--- config.mk ---
export PLATFORM = sky130hd
export DESIGN_NAME = serial_debug_command_port
export DESIGN_NICKNAME = d
export VERILOG_FILES = /design/src/common/debug_port_pkg.sv /design/src/rtl/serial_debug_command_port.sv
export SDC_FILE = /design/constraint.sdc
export NUM_CORES = 1
export LEC_CHECK = 0
export BUFFER_PORTS_ARGS = -buffer_cell sky130_fd_sc_hd__buf_2
export CORE_MARGIN = 2
export CORE_UTILIZATION = 60
export DETAILED_ROUTE_END_ITERATION = 16
export GPL_ROUTABILITY_DRIVEN = 0
export HOLD_SLACK_MARGIN = 0.15
export PLACE_DENSITY = 0.81
export SLEW_MARGIN = 10
export SYNTH_ARGS = -nofsm -noshare
export SYNTH_HDL_FRONTEND = slang
export SYNTH_SLANG_ARGS = --single-unit
--- constraint.sdc ---
create_clock -name clk -period 7.3 [get_ports clk]
set_clock_uncertainty 0.2 [all_clocks]
set_input_delay 1.095 -clock clk [delete_from_list [all_inputs] [get_ports clk]]
set_output_delay 1.095 -clock clk [all_outputs]
set_load 0.05 [all_outputs]
--- src/common/debug_port_pkg.sv ---
package debug_port_pkg;

  // ****************************************************************
  // character framing and bit-rate limits
  // ****************************************************************
  localparam int DATA_BITS     = 8;
  localparam int FRAME_BITS    = 10;
  localparam int STOP_INDEX    = 9;
  localparam int BAUD_MIN_DIV  = 512;
  localparam int CAL_LOW_BITS  = 8;
  localparam int CAL_SHIFT     = 3;
  localparam int LOW_CNT_W     = $clog2(BAUD_MIN_DIV * CAL_LOW_BITS) + 1;
  localparam int PERIOD_W      = LOW_CNT_W - CAL_SHIFT;

  // ****************************************************************
  // command codes and substitute values
  // ****************************************************************
  localparam logic [7:0]  CMD_RD_PROG     = 8'h0B;
  localparam logic [7:0]  CMD_WR_DATA     = 8'h0C;
  localparam logic [7:0]  CMD_RD_DATA     = 8'h0D;
  localparam logic [7:0]  CMD_CRC         = 8'h0E;
  localparam logic [7:0]  BLOCKED_BYTE    = 8'hFF;
  localparam logic [15:0] BLOCKED_CRC     = 16'hFFFF;
  localparam logic [15:0] CRC_INIT        = 16'hFFFF;
  localparam logic [15:0] CRC_POLY        = 16'h1021;
  localparam logic [16:0] SIZE_ZERO_BYTES = 17'h10000;
  localparam logic [16:0] CRC_REPLY_BYTES = 17'h00002;
  localparam int          PROG_BYTES_DEF  = 65536;
  localparam int          FIFO_DEPTH      = 8;

  // ****************************************************************
  // types
  // ****************************************************************
  typedef struct packed {
    logic        prog;
    logic        write;
    logic [15:0] addr;
    logic [7:0]  wdata;
  } mem_cmd_t;

  typedef enum logic [3:0] {
    S_CAL_IDLE, S_CAL_LOW, S_CMD, S_AH, S_AL, S_SH, S_SL,
    S_RD, S_WR, S_CRC_START, S_CRC_RUN, S_CRC_TX
  } port_state_t;

endpackage

--- src/rtl/serial_debug_command_port.sv ---
// Functional notes
// - start low, eight bits LSB first, stop high
// - after reset stay silent until host sends
// - time calibration low period, set bit rate
// - rate down to clock/512 must be measurable
// - frame: command, address high/low, size high/low
// - size zero means 65536 bytes
// - 0BH reads program memory to host
// - program read blocked returns FFH bytes
// - 0CH writes data memory, blocked discards
// - 0DH reads data memory, blocked returns FFH
// - 0EH returns CRC-CCITT of program memory
// - CRC returns FFFFH when not halted
// - CRC reply only after full computation
`timescale 1ns/10ps

// ****************************************************************
// byte buffer between the memory engine and the link
// ****************************************************************
module byte_fifo #(
  parameter int WIDTH = 8,
  parameter int DEPTH = 8
) (
  input  wire logic             clk,
  input  wire logic             reset,
  input  wire logic             in_valid,
  output logic                  in_ready,
  input  wire logic [WIDTH-1:0] in_data,
  output logic                  out_valid,
  input  wire logic             out_ready,
  output logic [WIDTH-1:0]      out_data
);
  localparam int AW = $clog2(DEPTH);
  localparam int CW = $clog2(DEPTH + 1);

  logic [WIDTH-1:0] store [DEPTH];
  logic [AW-1:0]    wr_ptr;
  logic [AW-1:0]    rd_ptr;
  logic [CW-1:0]    count;
  wire              push = in_valid & in_ready;
  wire              pop  = out_valid & out_ready;

  // full and empty come straight from the occupancy count
  assign in_ready  = (count != CW'(DEPTH));
  assign out_valid = (count != '0);
  assign out_data  = store[rd_ptr];

  // pointers wrap explicitly so a depth that is not a power of two works
  always_ff @(posedge clk or posedge reset)
  begin
    if (reset)
    begin
      wr_ptr <= '0;
      rd_ptr <= '0;
      count  <= '0;
    end
    else
    begin
      if (push)
        wr_ptr <= (wr_ptr == AW'(DEPTH - 1)) ? '0 : wr_ptr + 1'b1;
      if (pop)
        rd_ptr <= (rd_ptr == AW'(DEPTH - 1)) ? '0 : rd_ptr + 1'b1;
      if (push && !pop)
        count <= count + 1'b1;
      else if (pop && !push)
        count <= count - 1'b1;
    end
  end

  // storage has no reset; only written slots are ever read
  always_ff @(posedge clk)
  begin
    if (push)
      store[wr_ptr] <= in_data;
  end
endmodule

// ****************************************************************
// single-pin serial debug command port
// ****************************************************************
module serial_debug_command_port #(
  parameter int PROG_BYTES = debug_port_pkg::PROG_BYTES_DEF
) (
  input  wire logic                     clk,
  input  wire logic                     reset,
  input  wire logic                     debug_serial_pin_in,
  output logic                          debug_serial_pin_out,
  output logic                          debug_serial_pin_oe,
  input  wire logic                     halted,
  input  wire logic                     read_protect,
  output logic                          mem_req,
  output debug_port_pkg::mem_cmd_t      mem_cmd,
  input  wire logic                     mem_ack,
  input  wire logic [7:0]               mem_rdata,
  output logic                          calibrated
);
  import debug_port_pkg::*;

  port_state_t          state;
  logic [2:0]           pin_sync;
  logic                 rx_line;
  logic                 line_prev;
  logic [LOW_CNT_W-1:0] low_count;
  logic [PERIOD_W-1:0]  bit_period;
  logic                 rx_active;
  logic [PERIOD_W-1:0]  rx_timer;
  logic [3:0]           rx_bit;
  logic [7:0]           rx_shift;
  logic                 rx_strobe;
  logic                 tx_busy;
  logic [FRAME_BITS-1:0] tx_shift;
  logic [PERIOD_W-1:0]  tx_timer;
  logic [3:0]           tx_cnt;
  logic [7:0]           cmd;
  logic [15:0]          addr;
  logic [7:0]           size_hi;
  logic [16:0]          remaining;
  logic [16:0]          crc_left;
  logic [15:0]          crc;
  logic                 fifo_in_ready;
  logic                 fifo_out_valid;
  logic [7:0]           fifo_out_data;

  function automatic logic [15:0] crc_byte(input logic [15:0] c, input logic [7:0] d);
    logic [15:0] r;
    r = c;
    for (int i = 7; i >= 0; i--)
      r = (r[15] ^ d[i]) ? ({r[14:0], 1'b0} ^ CRC_POLY) : {r[14:0], 1'b0};
    return r;
  endfunction

  // ****************************************************************
  // pin input conditioning
  // ****************************************************************
  // a change counts only once the second and third stages agree
  always_ff @(posedge clk or posedge reset)
  begin
    if (reset)
    begin
      pin_sync  <= 3'h7;
      rx_line   <= 1'b1;
      line_prev <= 1'b1;
    end
    else
    begin
      pin_sync  <= {pin_sync[1:0], debug_serial_pin_in};
      line_prev <= rx_line;
      if (pin_sync[1] == pin_sync[2])
        rx_line <= pin_sync[2];
    end
  end

  // ****************************************************************
  // decode of the current step
  // ****************************************************************
  wire rx_fall     = line_prev & ~rx_line;
  wire rd_allowed  = halted & ~((cmd == CMD_RD_PROG) & read_protect);
  wire wr_allowed  = halted & ~read_protect;
  wire in_rd       = (state == S_RD);
  wire in_wr       = (state == S_WR);
  wire in_crc_tx   = (state == S_CRC_TX);
  wire rd_ack      = in_rd & mem_req & mem_ack;
  wire rd_blocked  = in_rd & ~rd_allowed & (remaining != '0);
  wire rd_issue    = in_rd & rd_allowed & (remaining != '0) & ~mem_req & fifo_in_ready;
  wire fifo_in_valid = rd_ack | rd_blocked | (in_wr & rx_strobe & (remaining != '0))
                     | (in_crc_tx & (remaining != '0));
  wire [7:0] fifo_in_data = in_wr ? rx_shift
                          : in_crc_tx ? ((remaining == CRC_REPLY_BYTES) ? crc[15:8] : crc[7:0])
                          : rd_ack ? mem_rdata : BLOCKED_BYTE;
  wire fifo_push   = fifo_in_valid & fifo_in_ready;
  wire tx_start    = (in_rd | in_crc_tx) & fifo_out_valid & ~tx_busy;
  wire wr_pop      = in_wr & fifo_out_valid & ~mem_req;
  wire fifo_out_ready = tx_start | wr_pop;
  wire rx_enable   = (state != S_CAL_IDLE) & (state != S_CAL_LOW) & ~tx_busy;
  wire reply_done  = (remaining == '0) & ~fifo_out_valid & ~tx_busy;
  wire [15:0] size_word = {size_hi, rx_shift};

  assign calibrated = (state != S_CAL_IDLE) & (state != S_CAL_LOW);

  byte_fifo #(
    .WIDTH (8),
    .DEPTH (FIFO_DEPTH)
  ) reply_fifo (
    .clk       (clk),
    .reset     (reset),
    .in_valid  (fifo_in_valid),
    .in_ready  (fifo_in_ready),
    .in_data   (fifo_in_data),
    .out_valid (fifo_out_valid),
    .out_ready (fifo_out_ready),
    .out_data  (fifo_out_data)
  );

  // ****************************************************************
  // receiver: centre sampling from the calibrated period
  // ****************************************************************
  // the own echo is never heard because reception is held off while sending
  always_ff @(posedge clk or posedge reset)
  begin
    if (reset)
    begin
      rx_active <= 1'b0;
      rx_timer  <= '0;
      rx_bit    <= '0;
      rx_shift  <= '0;
      rx_strobe <= 1'b0;
    end
    else
    begin
      rx_strobe <= 1'b0;
      if (!rx_active)
      begin
        if (rx_fall && rx_enable)
        begin
          rx_active <= 1'b1;
          rx_timer  <= bit_period >> 1;
          rx_bit    <= '0;
        end
      end
      else if (rx_timer != '0)
        rx_timer <= rx_timer - 1'b1;
      else
      begin
        rx_timer <= bit_period - 1'b1;
        rx_bit   <= rx_bit + 1'b1;
        if (rx_bit == '0)
          rx_active <= ~rx_line;                      // false start aborts
        else if (rx_bit <= 4'(DATA_BITS))
          rx_shift <= {rx_line, rx_shift[7:1]};
        else
        begin
          rx_active <= 1'b0;
          rx_strobe <= rx_line;
        end
      end
    end
  end

  // ****************************************************************
  // transmitter: ten-bit frame, pin driven only while sending
  // ****************************************************************
  assign debug_serial_pin_out = tx_shift[0];
  assign debug_serial_pin_oe  = tx_busy;

  always_ff @(posedge clk or posedge reset)
  begin
    if (reset)
    begin
      tx_busy  <= 1'b0;
      tx_shift <= '1;
      tx_timer <= '0;
      tx_cnt   <= '0;
    end
    else if (tx_start)
    begin
      tx_busy  <= 1'b1;
      tx_shift <= {1'b1, fifo_out_data, 1'b0};
      tx_timer <= bit_period - 1'b1;
      tx_cnt   <= '0;
    end
    else if (tx_busy)
    begin
      if (tx_timer != '0)
        tx_timer <= tx_timer - 1'b1;
      else if (tx_cnt == 4'(STOP_INDEX))
        tx_busy <= 1'b0;
      else
      begin
        tx_shift <= {1'b1, tx_shift[FRAME_BITS-1:1]};
        tx_cnt   <= tx_cnt + 1'b1;
        tx_timer <= bit_period - 1'b1;
      end
    end
  end

  // ****************************************************************
  // calibration, frame decoding and memory engine
  // ****************************************************************
  // one access at a time keeps ordering trivial at the cost of throughput
  always_ff @(posedge clk or posedge reset)
  begin
    if (reset)
    begin
      state      <= S_CAL_IDLE;
      low_count  <= '0;
      bit_period <= '0;
      cmd        <= '0;
      addr       <= '0;
      size_hi    <= '0;
      remaining  <= '0;
      crc_left   <= '0;
      crc        <= CRC_INIT;
      mem_req    <= 1'b0;
      mem_cmd    <= '0;
    end
    else
    begin
      if (mem_req && mem_ack)
        mem_req <= 1'b0;
      case (state)
        S_CAL_IDLE:
          if (rx_fall)
          begin
            state     <= S_CAL_LOW;
            low_count <= LOW_CNT_W'(1);
          end
        S_CAL_LOW:
          if (rx_line)
          begin
            bit_period <= low_count[LOW_CNT_W-1:CAL_SHIFT];
            state      <= S_CMD;
          end
          else if (low_count != '1)
            low_count <= low_count + 1'b1;
        S_CMD:
          if (rx_strobe)
          begin
            cmd <= rx_shift;
            if (rx_shift == CMD_CRC)
              state <= S_CRC_START;
            else if (rx_shift == CMD_RD_PROG || rx_shift == CMD_WR_DATA ||
                     rx_shift == CMD_RD_DATA)
              state <= S_AH;
          end
        S_AH:
          if (rx_strobe)
          begin
            addr[15:8] <= rx_shift;
            state      <= S_AL;
          end
        S_AL:
          if (rx_strobe)
          begin
            addr[7:0] <= rx_shift;
            state     <= S_SH;
          end
        S_SH:
          if (rx_strobe)
          begin
            size_hi <= rx_shift;
            state   <= S_SL;
          end
        S_SL:
          if (rx_strobe)
          begin
            remaining <= (size_word == '0) ? SIZE_ZERO_BYTES : {1'b0, size_word};
            state     <= (cmd == CMD_WR_DATA) ? S_WR : S_RD;
          end
        S_RD:
        begin
          if (rd_issue)
          begin
            mem_req <= 1'b1;
            mem_cmd <= '{prog: (cmd == CMD_RD_PROG), write: 1'b0, addr: addr, wdata: 8'h00};
            addr    <= addr + 1'b1;
          end
          if (fifo_push)
            remaining <= remaining - 1'b1;
          if (reply_done)
            state <= S_CMD;
        end
        S_WR:
        begin
          if (rx_strobe && remaining != '0)
            remaining <= remaining - 1'b1;
          if (wr_pop)
          begin
            mem_req <= wr_allowed;
            mem_cmd <= '{prog: 1'b0, write: 1'b1, addr: addr, wdata: fifo_out_data};
            addr    <= addr + 1'b1;
          end
          if (remaining == '0 && !fifo_out_valid && !mem_req)
            state <= S_CMD;
        end
        S_CRC_START:
        begin
          addr     <= '0;
          crc_left <= 17'(PROG_BYTES);
          crc      <= halted ? CRC_INIT : BLOCKED_CRC;
          if (halted)
            state <= S_CRC_RUN;
          else
          begin
            remaining <= CRC_REPLY_BYTES;
            state     <= S_CRC_TX;
          end
        end
        S_CRC_RUN:
        begin
          if (crc_left == '0)
          begin
            remaining <= CRC_REPLY_BYTES;
            state     <= S_CRC_TX;
          end
          else if (!mem_req)
          begin
            mem_req <= 1'b1;
            mem_cmd <= '{prog: 1'b1, write: 1'b0, addr: addr, wdata: 8'h00};
            addr    <= addr + 1'b1;
          end
          if (mem_req && mem_ack)
          begin
            crc      <= crc_byte(crc, mem_rdata);
            crc_left <= crc_left - 1'b1;
          end
        end
        S_CRC_TX:
        begin
          if (fifo_push)
            remaining <= remaining - 1'b1;
          if (reply_done)
            state <= S_CMD;
        end
        default:
          state <= S_CAL_IDLE;
      endcase
    end
  end

  // ****************************************************************
  // checks
  // ****************************************************************
  quiet_until_cal_a: assert property (@(posedge clk) disable iff (reset)
    !calibrated |-> !debug_serial_pin_oe)
    else $error("pin driven before calibration");

  start_bit_low_a: assert property (@(posedge clk) disable iff (reset)
    tx_start |=> debug_serial_pin_oe && !debug_serial_pin_out)
    else $error("start bit not low");

  stop_bit_high_a: assert property (@(posedge clk) disable iff (reset)
    tx_busy && tx_cnt == 4'(STOP_INDEX) |-> debug_serial_pin_out)
    else $error("stop bit not high");

  period_div8_a: assert property (@(posedge clk) disable iff (reset)
    state == S_CMD && $past(state) == S_CAL_LOW
      |-> bit_period == $past(low_count) >> CAL_SHIFT)
    else $error("bit period not low count over eight");

  size_zero_a: assert property (@(posedge clk) disable iff (reset)
    state == S_SL && rx_strobe && size_word == '0 |=> remaining == SIZE_ZERO_BYTES)
    else $error("size zero not taken as 65536");

  blocked_read_a: assert property (@(posedge clk) disable iff (reset)
    in_rd && !rd_allowed |-> !mem_req && (!fifo_in_valid || fifo_in_data == BLOCKED_BYTE))
    else $error("blocked read returned memory data");

  blocked_write_a: assert property (@(posedge clk) disable iff (reset)
    wr_pop && !wr_allowed |=> !mem_req)
    else $error("blocked write reached memory");

  crc_blocked_a: assert property (@(posedge clk) disable iff (reset)
    state == S_CRC_START && !halted |=> crc == BLOCKED_CRC ##1 state == S_CRC_TX)
    else $error("blocked crc not FFFFH");

  header_quiet_a: assert property (@(posedge clk) disable iff (reset)
    state inside {S_AH, S_AL, S_SH, S_SL, S_CRC_RUN, S_WR} |-> !debug_serial_pin_oe)
    else $error("pin driven during frame or crc run");

  mem_hold_a: assert property (@(posedge clk) disable iff (reset)
    mem_req && !mem_ack |=> mem_req && $stable(mem_cmd))
    else $error("memory request dropped before ack");
endmodule

== Word level (Yosys, flattened, before mapping) ==
Memory sizes are Yosys's and may differ from the RTL's.
Cells that the tools add are included.
Widths: inputs -> output; s select.
Operators by class
  div/mod/pow operators: 0
  magnitude comparators: 1
  shift-type cells: 0
  add/sub/neg operators: 13
  multipliers: 0
  equality and inequality tests: 50
  reductions and logical operators: 47
  mux-type cells: 97
  bitwise gates (word level): 55
Operators by type and width (number)
  $mux 13: 11
  $mux 17: 7
  $mux 10: 11
  $mux 26: 4
  $mux 4: 22
  $pmux 17 s5: 1
  $mux 16: 5
  $pmux 8 s5: 2
  $pmux 26 s3: 1
  $eq 8x4->1 const B: 6
  $pmux 4 s11: 1
  $mux 8: 5
  $logic_not 17->1: 2
  $ne 2x2->1 const B: 17
  $pmux 17 s2: 1
  $sub 17x1->17 const B: 2
  $pmux 16 s2: 1
  $sub 10x1->10 const B: 3
  $pmux 13 s2: 1
  $and 1x1->1: 25
  $not 3->3: 8
  $mux 1: 21
  $eq 4x4->1 const B: 5
  $reduce_bool 10->1: 2
  39 further kinds: 99
Word-level totals
  logic and storage cells: 294
  memory bits (read-only): 0
  register bits after elaboration: 200
  memories: 1
  latch bits: 0
  input bits: 14
  bits in writable memories: 64
  output and inout port bits: 30
Memories
  reply_fifo.store: depth 8, width 8, rd ports 1, clocked after Yosys merged registers in 0, write ports 1, line serial_debug_command_port.sv:36  | logic [WIDTH-1:0] store [DEPTH];

== Depth between registers and ports, before layout ==
Gate-level depths: netlist of run 1.
  word-level depth: 18
  gate-level depth with buffers: 15
  depth with buffers taken out: 15

== Hierarchy ==
From an unflattened synthesis of run 1, not the netlist that was laid out.
Second synthesis, totals
  cells, all modules: 1251
  area total of the unflattened synthesis: 13675.6 sq um
By module, submodules not included
  serial_debug_command_port: seq. area each 4767.1 sq um, area an instance 10482.6 sq um, cells an instance 1091, instances 1
  byte_fifo: seq. area each 2172.1 sq um, area an instance 3193.1 sq um, cells an instance 160, instances 1

== Worst setup path before layout of run 1 ==
OpenSTA, ideal clock, no wires.
  path type: input -> register
  start point: in halted
  end point: reg reply_fifo.count[3]
  setup time: 125 ps
  setup slack: 3797 ps
  data arrival time: 3178 ps
  path buffers: 0
  cell stages on the path: 13
  data required time: 6975 ps
  cell sequence: inv_1 a31oi_1 a2111oi_0 nor2_2 inv_1 ha_1 inv_1 ha_1 a21o_1 a21oi_1 xnor2_1 nor2_1 xor2_1
Between the ends
  cells in the longest elaborated chain, start to end: 11
  elaborated cells between the ends (all ways): 13
  those cells by class: mux (1); bitwise (8); reduce/logical (4)
RTL lines
  from (decl): line serial_debug_command_port.sv:89  | input wire logic halted,
  $and 1x1->1 *: line serial_debug_command_port.sv:157  | wire rd_allowed = halted & ~((cmd == CMD_RD_PROG) & read_protect);
  $not 1->1 *: line serial_debug_command_port.sv:163  | wire rd_blocked = in_rd & ~rd_allowed & (remaining != '0);
  $and 1x1->1 * (2 in a row): line serial_debug_command_port.sv:163
  $or 1x1->1 * (2 in a row): line serial_debug_command_port.sv:165  | wire fifo_in_valid = rd_ack | rd_blocked | (in_wr & rx_strobe & (remaining != '0))
  $or 1x1->1 *: line serial_debug_command_port.sv:166  | | (in_crc_tx & (remaining != '0));
  $and 1x1->1 *
  named net fifo_push: line serial_debug_command_port.sv:170  | wire fifo_push = fifo_in_valid & fifo_in_ready;
  $logic_not 1->1: line serial_debug_command_port.sv:65  | else if (pop && !push)
  $logic_and 1x1->1: line serial_debug_command_port.sv:65
  $reduce_bool 2->1 (no source line)
  to (signal assigned): line serial_debug_command_port.sv:64  | count <= count + 1'b1;
  to (signal assigned): line serial_debug_command_port.sv:66  | count <= count - 1'b1;
  to (decl): line serial_debug_command_port.sv:39  | logic [CW-1:0] count;
The timed path passes the listed nets; every way through them passes the cells marked *.
A chain may end at the register's enable or synchronous reset.

== Final worst setup path of run 1 ==
  start point: reg state[0]
  end point: reg reply_fifo.count[3]
Between the ends
  cells in the longest elaborated chain, start to end: 10
  elaborated cells between the ends (all ways): 27
  those cells by class: eq/ne (3); mux (1); bitwise (18); reduce/logical (5)
RTL lines
  from (decl): line serial_debug_command_port.sv:99  | port_state_t state;
  from (signal assigned): line serial_debug_command_port.sv:347  | state <= (cmd == CMD_WR_DATA) ? S_WR : S_RD;
  $eq 4x3->1: line serial_debug_command_port.sv:159  | wire in_rd = (state == S_RD);
  $and 1x1->1 (on tied branches) (2 in a row): line serial_debug_command_port.sv:162, serial_debug_command_port.sv:163
  $or 1x1->1 (2 in a row): line serial_debug_command_port.sv:165
  $or 1x1->1: line serial_debug_command_port.sv:166
  $and 1x1->1: line serial_debug_command_port.sv:40  | wire push = in_valid & in_ready;
  $logic_not 1->1: line serial_debug_command_port.sv:65
  $logic_and 1x1->1: line serial_debug_command_port.sv:65
  $reduce_bool 2->1 (no source line)
Several ways; a longest one is shown, not always the timed one.

==> impl_metrics.py, run 1 <==
metrics = {
    "floorplan": {
        "core_mm2": 0.0226,
        "rows": 55,
        "die-area_mm2": 0.0242,
        "start_util_pct": 61.0,
        "die_w_um": 156,
        "io_pins": 44,
        "chipHeight_um": 156,
    },
    "critical_path": {
        "setup.reg_to_reg.worst_slack_ps": 3190,
        "worstReg2RegStart": "state[0]",
        "cp-endpoint": "reply_fifo.count[3]",
        "rr_worst_depth": 11,
        "endpoint_kind": "flop",
        "start_kind": "flop",
        "crit_path_max_fanout": 34,
        "crit_start": "state[0]",
        "reg2reg_to": "reply_fifo.count[3]",
        "cp_data_required_time_ps": 7520,
        "worstPathArrival_ps": 4320,
        "criticalPathCategory": "reg2reg",
    },
    "yosys": {
        "ys_types": 88,
        "synth_edf_count": 64,
        "netlist_top_cells_area": "dfrtp_1 31%, edfxtp_1 14%, dfstp_2 5.7%",
        "yosys_warnings": 0,
        "ys_ff_latch": 263,
        "synth_area_leader_cell": "dfrtp_1",
        "ys_seq_area_share_pct": 50.3,
        "syn_area_mm2": 0.0138,
        "synth_ff_type": "dfrtp_1",
        "syn_nets": 1277,
        "syn_inst": 1242,
        "synth_common_cells": "169 x dfrtp_1, 88 x nor2_1, 78 x nand2_1, 70 x o21ai_0, 64 x edfxtp_1",
        "async_reset_ff_share_pct": 75.7,
        "syn_avg_cell_area_um2": 11.1,
        "synth.most_common_cell": "dfrtp_1",
        "yosys.area.top_type_share_pct": 30.6,
    },
    "power_and_ir_drop": {
        "clkPwrFrac_pct": 25.4,
        "p_int_mw": 3.28,
        "power_switching_mw": 2.07,
        "seq_power_share_pct": 39.8,
        "leakagePower_nw": 6.08,
        "power.density_mw_per_mm2": 354,
        "vdd_ir_drop_max_mv": 0.258,
        "switching_share_pct": 38.7,
        "combPwrFrac_pct": 34.8,
        "total_power_mw": 5.34,
    },
    "layout": {
        "n_fill_cell": 1703,
        "multiInputGateArea_mm2": 0.00646,
        "drive_gt1_share_pct": 18.9,
        "fin_nets": 1297,
        "syn_to_final_growth_pct": 9.34,
        "regArea_mm2": 0.00694,
    },
    "global_routing": {
        "track_usage_pct": 26.9,
        "grt_overflow": 0,
        "grt_pass1_wl_um": 52900,
        "first_global_vias": 10300,
        "antenna_found_initial": 1,
        "grt_max_degree": 122,
    },
    "min_path": {
        "hold_start": "pin_sync[1]",
        "min_path_cells": 0,
        "hp-class": "reg2reg",
    },
    "cts": {
        "cts_sinks": 263,
        "clk_pin_slew_worst_paths_ps": 60,
        "post-cts-setup-buffer-count": 0,
        "htreeDepth": 1,
        "cts-resized-gates": 0,
        "numCtsBuffers": 28,
        "cts_hold_buffers": 1,
        "clkLatencyLatePin_ps": 540,
        "cts_buffer_depth": 3,
        "cts_tree": "done",
        "cts_root_buf": "clkbuf_16",
    },
    "route": {
        "vias": 10500,
        "routedWlPerCell_um": 20.6,
        "drt_wl_total_um": 32300,
        "drtIter0Drc": 907,
        "drc": 0,
        "first_pass_iters": 6,
        "viasPerCell": 6.69,
        "drt.antenna.violating_nets": 0,
    },
    "timing": {
        "worstMarginPinSlew_ps": 1180,
        "min_period_ps": 4110,
        "final-max-slew-violation-count": 0,
        "max_freq_mhz": 244,
        "setup_tns_ps": 0,
        "slew_headroom_pct": 21.0,
        "final_hold_viol_count": 0,
        "fin_crit_sh_pct": 56.2,
        "finalSetupViolCount": 0,
        "grt_setup_unrepaired": "false",
    },
    "job": {
        "drv_cap": 0,
    },
    "outcome": {
        "status": "completed",
    },
    "place": {
        "place_hpwl_um": 21400,
        "portBuffers": 43,
    },
}
-- final cells by class --
class                   count  area share, %
flip-flops and latches    263           46.0
multi-input cells         880           42.8
clock buffers              41           5.24
well taps                 285           2.36
repair buffers             58           2.19
inverters                  31          0.821
clock inverters            11          0.572
diodes                      1         0.0166
-- critical path, cell delays in order (launching register included) --
cell	delay, ps
dfrtp_1	970
nand2_1	290
or4_1	870
and2_1	350
ha_1	230
inv_1	120
ha_1	240
a21o_1	180
a21oi_1	180
xnor2_1	130
nor2_1	60
xor2_1	140
-- logic make-up after synthesis --
logic type               after synthesis  share of synthesized area (%)
XOR/XNOR                              59                           3.74
AND/OR/NAND/NOR                      389                           15.4
adder cells (fa/ha/maj)               22                           2.03
multiplexers                         110                           10.3
flip-flops                           263                           50.3
AO/OA/AOI/OAI                        300                           15.2
buffers and inverters                 99                           3.06
-- metrics by stage --
| stage | util [%] | setup WS, ps | instances | area, um^2 | hold WS (ps) |
|---|---|---|---|---|---|
| 3_5_place_dp | 62.7 | 3250 | 1516 | 14200 | 148 |
| 2_1_floorplan | - | 629 | 1242 | 13800 | 145 |
| 4_1_cts | 66.7 | 3270 | 1569 | 15100 | 193 |
| 6_report | 66.7 | 3190 | 1570 | 15100 | 194 |
| 3_3_place_gp | 62.7 | 3370 | 1516 | 14200 | 148 |
| 5_1_grt | 66.7 | 2960 | 1569 | 15100 | 190 |
-- sequential cells by signal, summed over array words and instances (netlist names), 10 cells and up --
register	flops
addr	16
remaining	17
crc_left	17
mem_cmd	26
bit_period	10
crc	16
rx_timer	10
reply_fifo.store	64
low_count	13
tx_timer	10
-- power by group through the flow --
stage          combinational, mW  clock (mW)  sequential (mW)
6_report                    1.86        1.36             2.12
5_1_grt                     2.02        1.44             2.17
4_1_cts                     1.84        1.38             2.11
3_5_place_dp                1.83           0             2.14
3_3_place_gp                1.78           0             2.12
2_1_floorplan               1.41           0             2.10
-- worst min-delay path by stage --
stage | endpoint | slack, ps
after detailed placement | pin_sync[1] | 150
after global routing | pin_sync[2] | 190
after floorplan | pin_sync[1] | 150
after CTS | pin_sync[2] | 190
after global placement | pin_sync[1] | 150
final | pin_sync[2] | 190
-- metal layers --
metal / routed length [um] / vias up / GRT usage [%]
li1: - / 4778 / -
met1: 14000 / 5187 / 37.8
met2: 15100 / 445 / 43.1
met3: 2180 / 94 / 4.06
met4: 1080 / 2 / 9.57
met5: 11 / - / 0
-- layout by cell type, fill, tap and decap left out, types with 29 or more instances in the layout --
master and count:
dfstp_2 30, xnor2_1 36, clkbuf_16 29, nor2_1 88
nor3_1 31, dfrtp_1 169, inv_1 30, a21oi_1 50
buf_2 43, mux2_2 58, nand3_1 41, nand2_1 78
o21ai_0 69, edfxtp_1 64
Power figures use the tool's default switching activity.
==> inputs of run 2 (changes only) <==
==> constraint.sdc (replaced) <==
create_clock -name clk -period 4.05 [get_ports clk]
set_clock_uncertainty 0.2 [all_clocks]
set_input_delay 0.6075 -clock clk [delete_from_list [all_inputs] [get_ports clk]]
set_output_delay 0.6075 -clock clk [all_outputs]
set_load 0.05 [all_outputs]
==> run 2 against run 1 <==
Against the previous run: core utilization increased by 1.2 points; largest power group unchanged; fmax increased by 14%; largest cell class unchanged; non-clock buffer count increased by 25; critical path type unchanged; sequential share of layout area decreased by 0.80 points; total power increased by 88%; via count increased by 0.65%.
==> impl_metrics.py, run 2 (synthesis results as in run 1) <==
metrics = {
    "outcome": {
        "status": "completed",
    },
    "cts": {
        "htreeDepth": 1,
        "cts_tree": "done",
        "clkLatencyLatePin_ps": 550,
        "cts_root_buf": "clkbuf_16",
        "post-cts-setup-buffer-count": 0,
        "cts_sinks": 263,
        "clk_pin_slew_worst_paths_ps": 60,
        "numCtsBuffers": 27,
        "cts-resized-gates": 0,
        "cts_buffer_depth": 3,
    },
    "critical_path": {
        "cp_slowest_stage_delay_ps": 450,
        "crit_path_max_fanout": 28,
        "cp_data_required_time_ps": 4270,
        "endpoint_kind": "flop",
        "worstPathArrival_ps": 3840,
        "path_cells": "buf_4, and4b_1, nand3_1, o2bb2ai_1, nor2_2, inv_1, ha_1, inv_1, ha_1, a21o_1, a21oi_1, xnor2_1, nor2_1, xor2_1",
        "criticalPathCategory": "reg2reg",
        "cp_slowest_cell": "dfrtp_1",
        "start_kind": "flop",
    },
    "layout": {
        "n_fill_cell": 1631,
        "antennaDiodeCount": 0,
        "multiInputGateArea_mm2": 0.00646,
        "fin_util_pct": 67.8,
        "final_cells": 1592,
        "largest_reg_flops": 64,
        "regMostFlops": "reply_fifo.store",
        "regArea_mm2": 0.00694,
        "finalInstanceArea_mm2": 0.0154,
        "syn_to_final_growth_pct": 11.3,
        "fin_nets": 1321,
        "mostFrequentLayoutCells": "169 x dfrtp_1, 88 x nor2_1, 78 x nand2_1, 69 x o21ai_0, 64 x edfxtp_1",
        "biggestRegsByFlops": "reply_fifo.store x64, mem_cmd x26",
        "drive_gt1_share_pct": 20.6,
        "layout_commonest_cell": "dfrtp_1",
    },
    "floorplan": {
        "chipHeight_um": 156,
        "start_util_pct": 61.0,
        "io_pins": 44,
        "die_w_um": 156,
        "core_mm2": 0.0226,
        "die-area_mm2": 0.0242,
        "rows": 55,
    },
    "route": {
        "drt.antenna.violating_nets": 0,
        "drt_wl_total_um": 33200,
        "vias": 10600,
        "drtIter0Drc": 1084,
        "drc": 0,
        "viasPerCell": 6.64,
        "first_pass_iters": 5,
        "routedWlPerCell_um": 20.8,
    },
    "power_and_ir_drop": {
        "total_power_mw": 10.0,
        "power_switching_mw": 3.81,
        "leakagePower_nw": 6.23,
        "clkPwrFrac_pct": 26.6,
        "power.density_mw_per_mm2": 654,
        "switching_share_pct": 38.0,
        "seq_power_share_pct": 37.0,
        "vdd_ir_drop_max_mv": 0.405,
        "p_int_mw": 6.23,
        "combPwrFrac_pct": 36.4,
    },
    "timing": {
        "worstMarginPinSlew_ps": 1080,
        "final_hold_viol_count": 0,
        "slew_headroom_pct": 27.1,
        "final-max-slew-violation-count": 0,
        "finalSetupViolCount": 0,
        "setup_tns_ps": 0,
        "setup_slack_ps": 434,
        "fin_crit_sh_pct": 89.3,
        "max_freq_mhz": 277,
        "hold_slack_ps": 154,
        "min_period_ps": 3620,
        "grt_setup_unrepaired": "false",
    },
    "global_routing": {
        "grt_pass1_wl_um": 54200,
        "first_global_vias": 10500,
        "antenna_found_initial": 0,
        "grt_overflow": 0,
        "grt_max_degree": 200,
        "track_usage_pct": 27.6,
    },
    "place": {
        "place_hpwl_um": 21600,
        "dpl.cell_count": 1540,
        "dp_slack_ps": 536,
        "portBuffers": 43,
        "place_area_mm2": 0.0144,
    },
    "job": {
        "drv_cap": 0,
    },
    "min_path": {
        "hp-class": "reg2reg",
    },
}
-- run 2: cell count changes in the layout (fill, tap and decap cells not counted), sizes merged --
cell,delta
diode,-1
clkinvlp,+1
bufinv,+5
dlygate4sd3,+1
clkbuf,-9
buf,+24
clkinv,+1
-- run 2: worst paths after layout --
| kind | start | to | slack (ps) | cells after the start |
|---|---|---|---|---|
| worst max-delay path | state[0] | reply_fifo.count[3] | 430 | 14 |
| worst min-delay path | pin_sync[0] | pin_sync[1] | 150 | 0 |
| worst max register to register | state[0] | reply_fifo.count[3] | 430 | 14 |
| worst min register to register | pin_sync[0] | pin_sync[1] | 150 | 0 |
| max in group asynchronous | reset | tx_timer[4] | 2740 | 3 |
| min in group asynchronous | reset | mem_cmd[20] | 180 | 3 |
-- run 2: layout make-up --
type / instances / area share, %
inverters: 31 / 0.782
multi-input cells: 880 / 42.1
well taps: 285 / 2.32
clock buffers: 32 / 4.59
repair buffers: 83 / 3.47
clock inverters: 18 / 1.59
flip-flops and latches: 263 / 45.2
-- run 2: layer usage --
| metal | share of wire (%) | vias to the layer above | routed length (um) | GRT usage (%) |
|---|---|---|---|---|
| met5 | 0 | - | 0 | 0 |
| met4 | 3.6 | 0 | 1200 | 11.4 |
| met3 | 6.2 | 93 | 2060 | 4.36 |
| met2 | 47 | 434 | 15700 | 44.3 |
| met1 | 43 | 5228 | 14300 | 38.0 |
| li1 | - | 4819 | - | - |
-- run 2: power by group through the flow --
stage                     Clock (mW)  Sequential [mW]  Combinational (mW)
after floorplan                    0             3.79                2.54
after global placement             0             3.71                3.46
after detailed placement           0             3.74                3.58
after CTS                       2.71             3.70                3.62
after global routing            2.82             3.79                3.96
final                           2.67             3.72                3.66
-- run 2: repair_timing --
item,in CTS,in global routing
hold endpoints to repair,2,0
setup endpoints to repair,0,0
hold buffers,2,0
-- run 2: critical path: cells and delay by family, from the launching register on --
family,cells,cell delay (ps)
buf+inv,3,640
fa+ha+maj,2,510
flops,1,450
xor+xnor,2,270
compound gates,3,630
simple gates,4,800
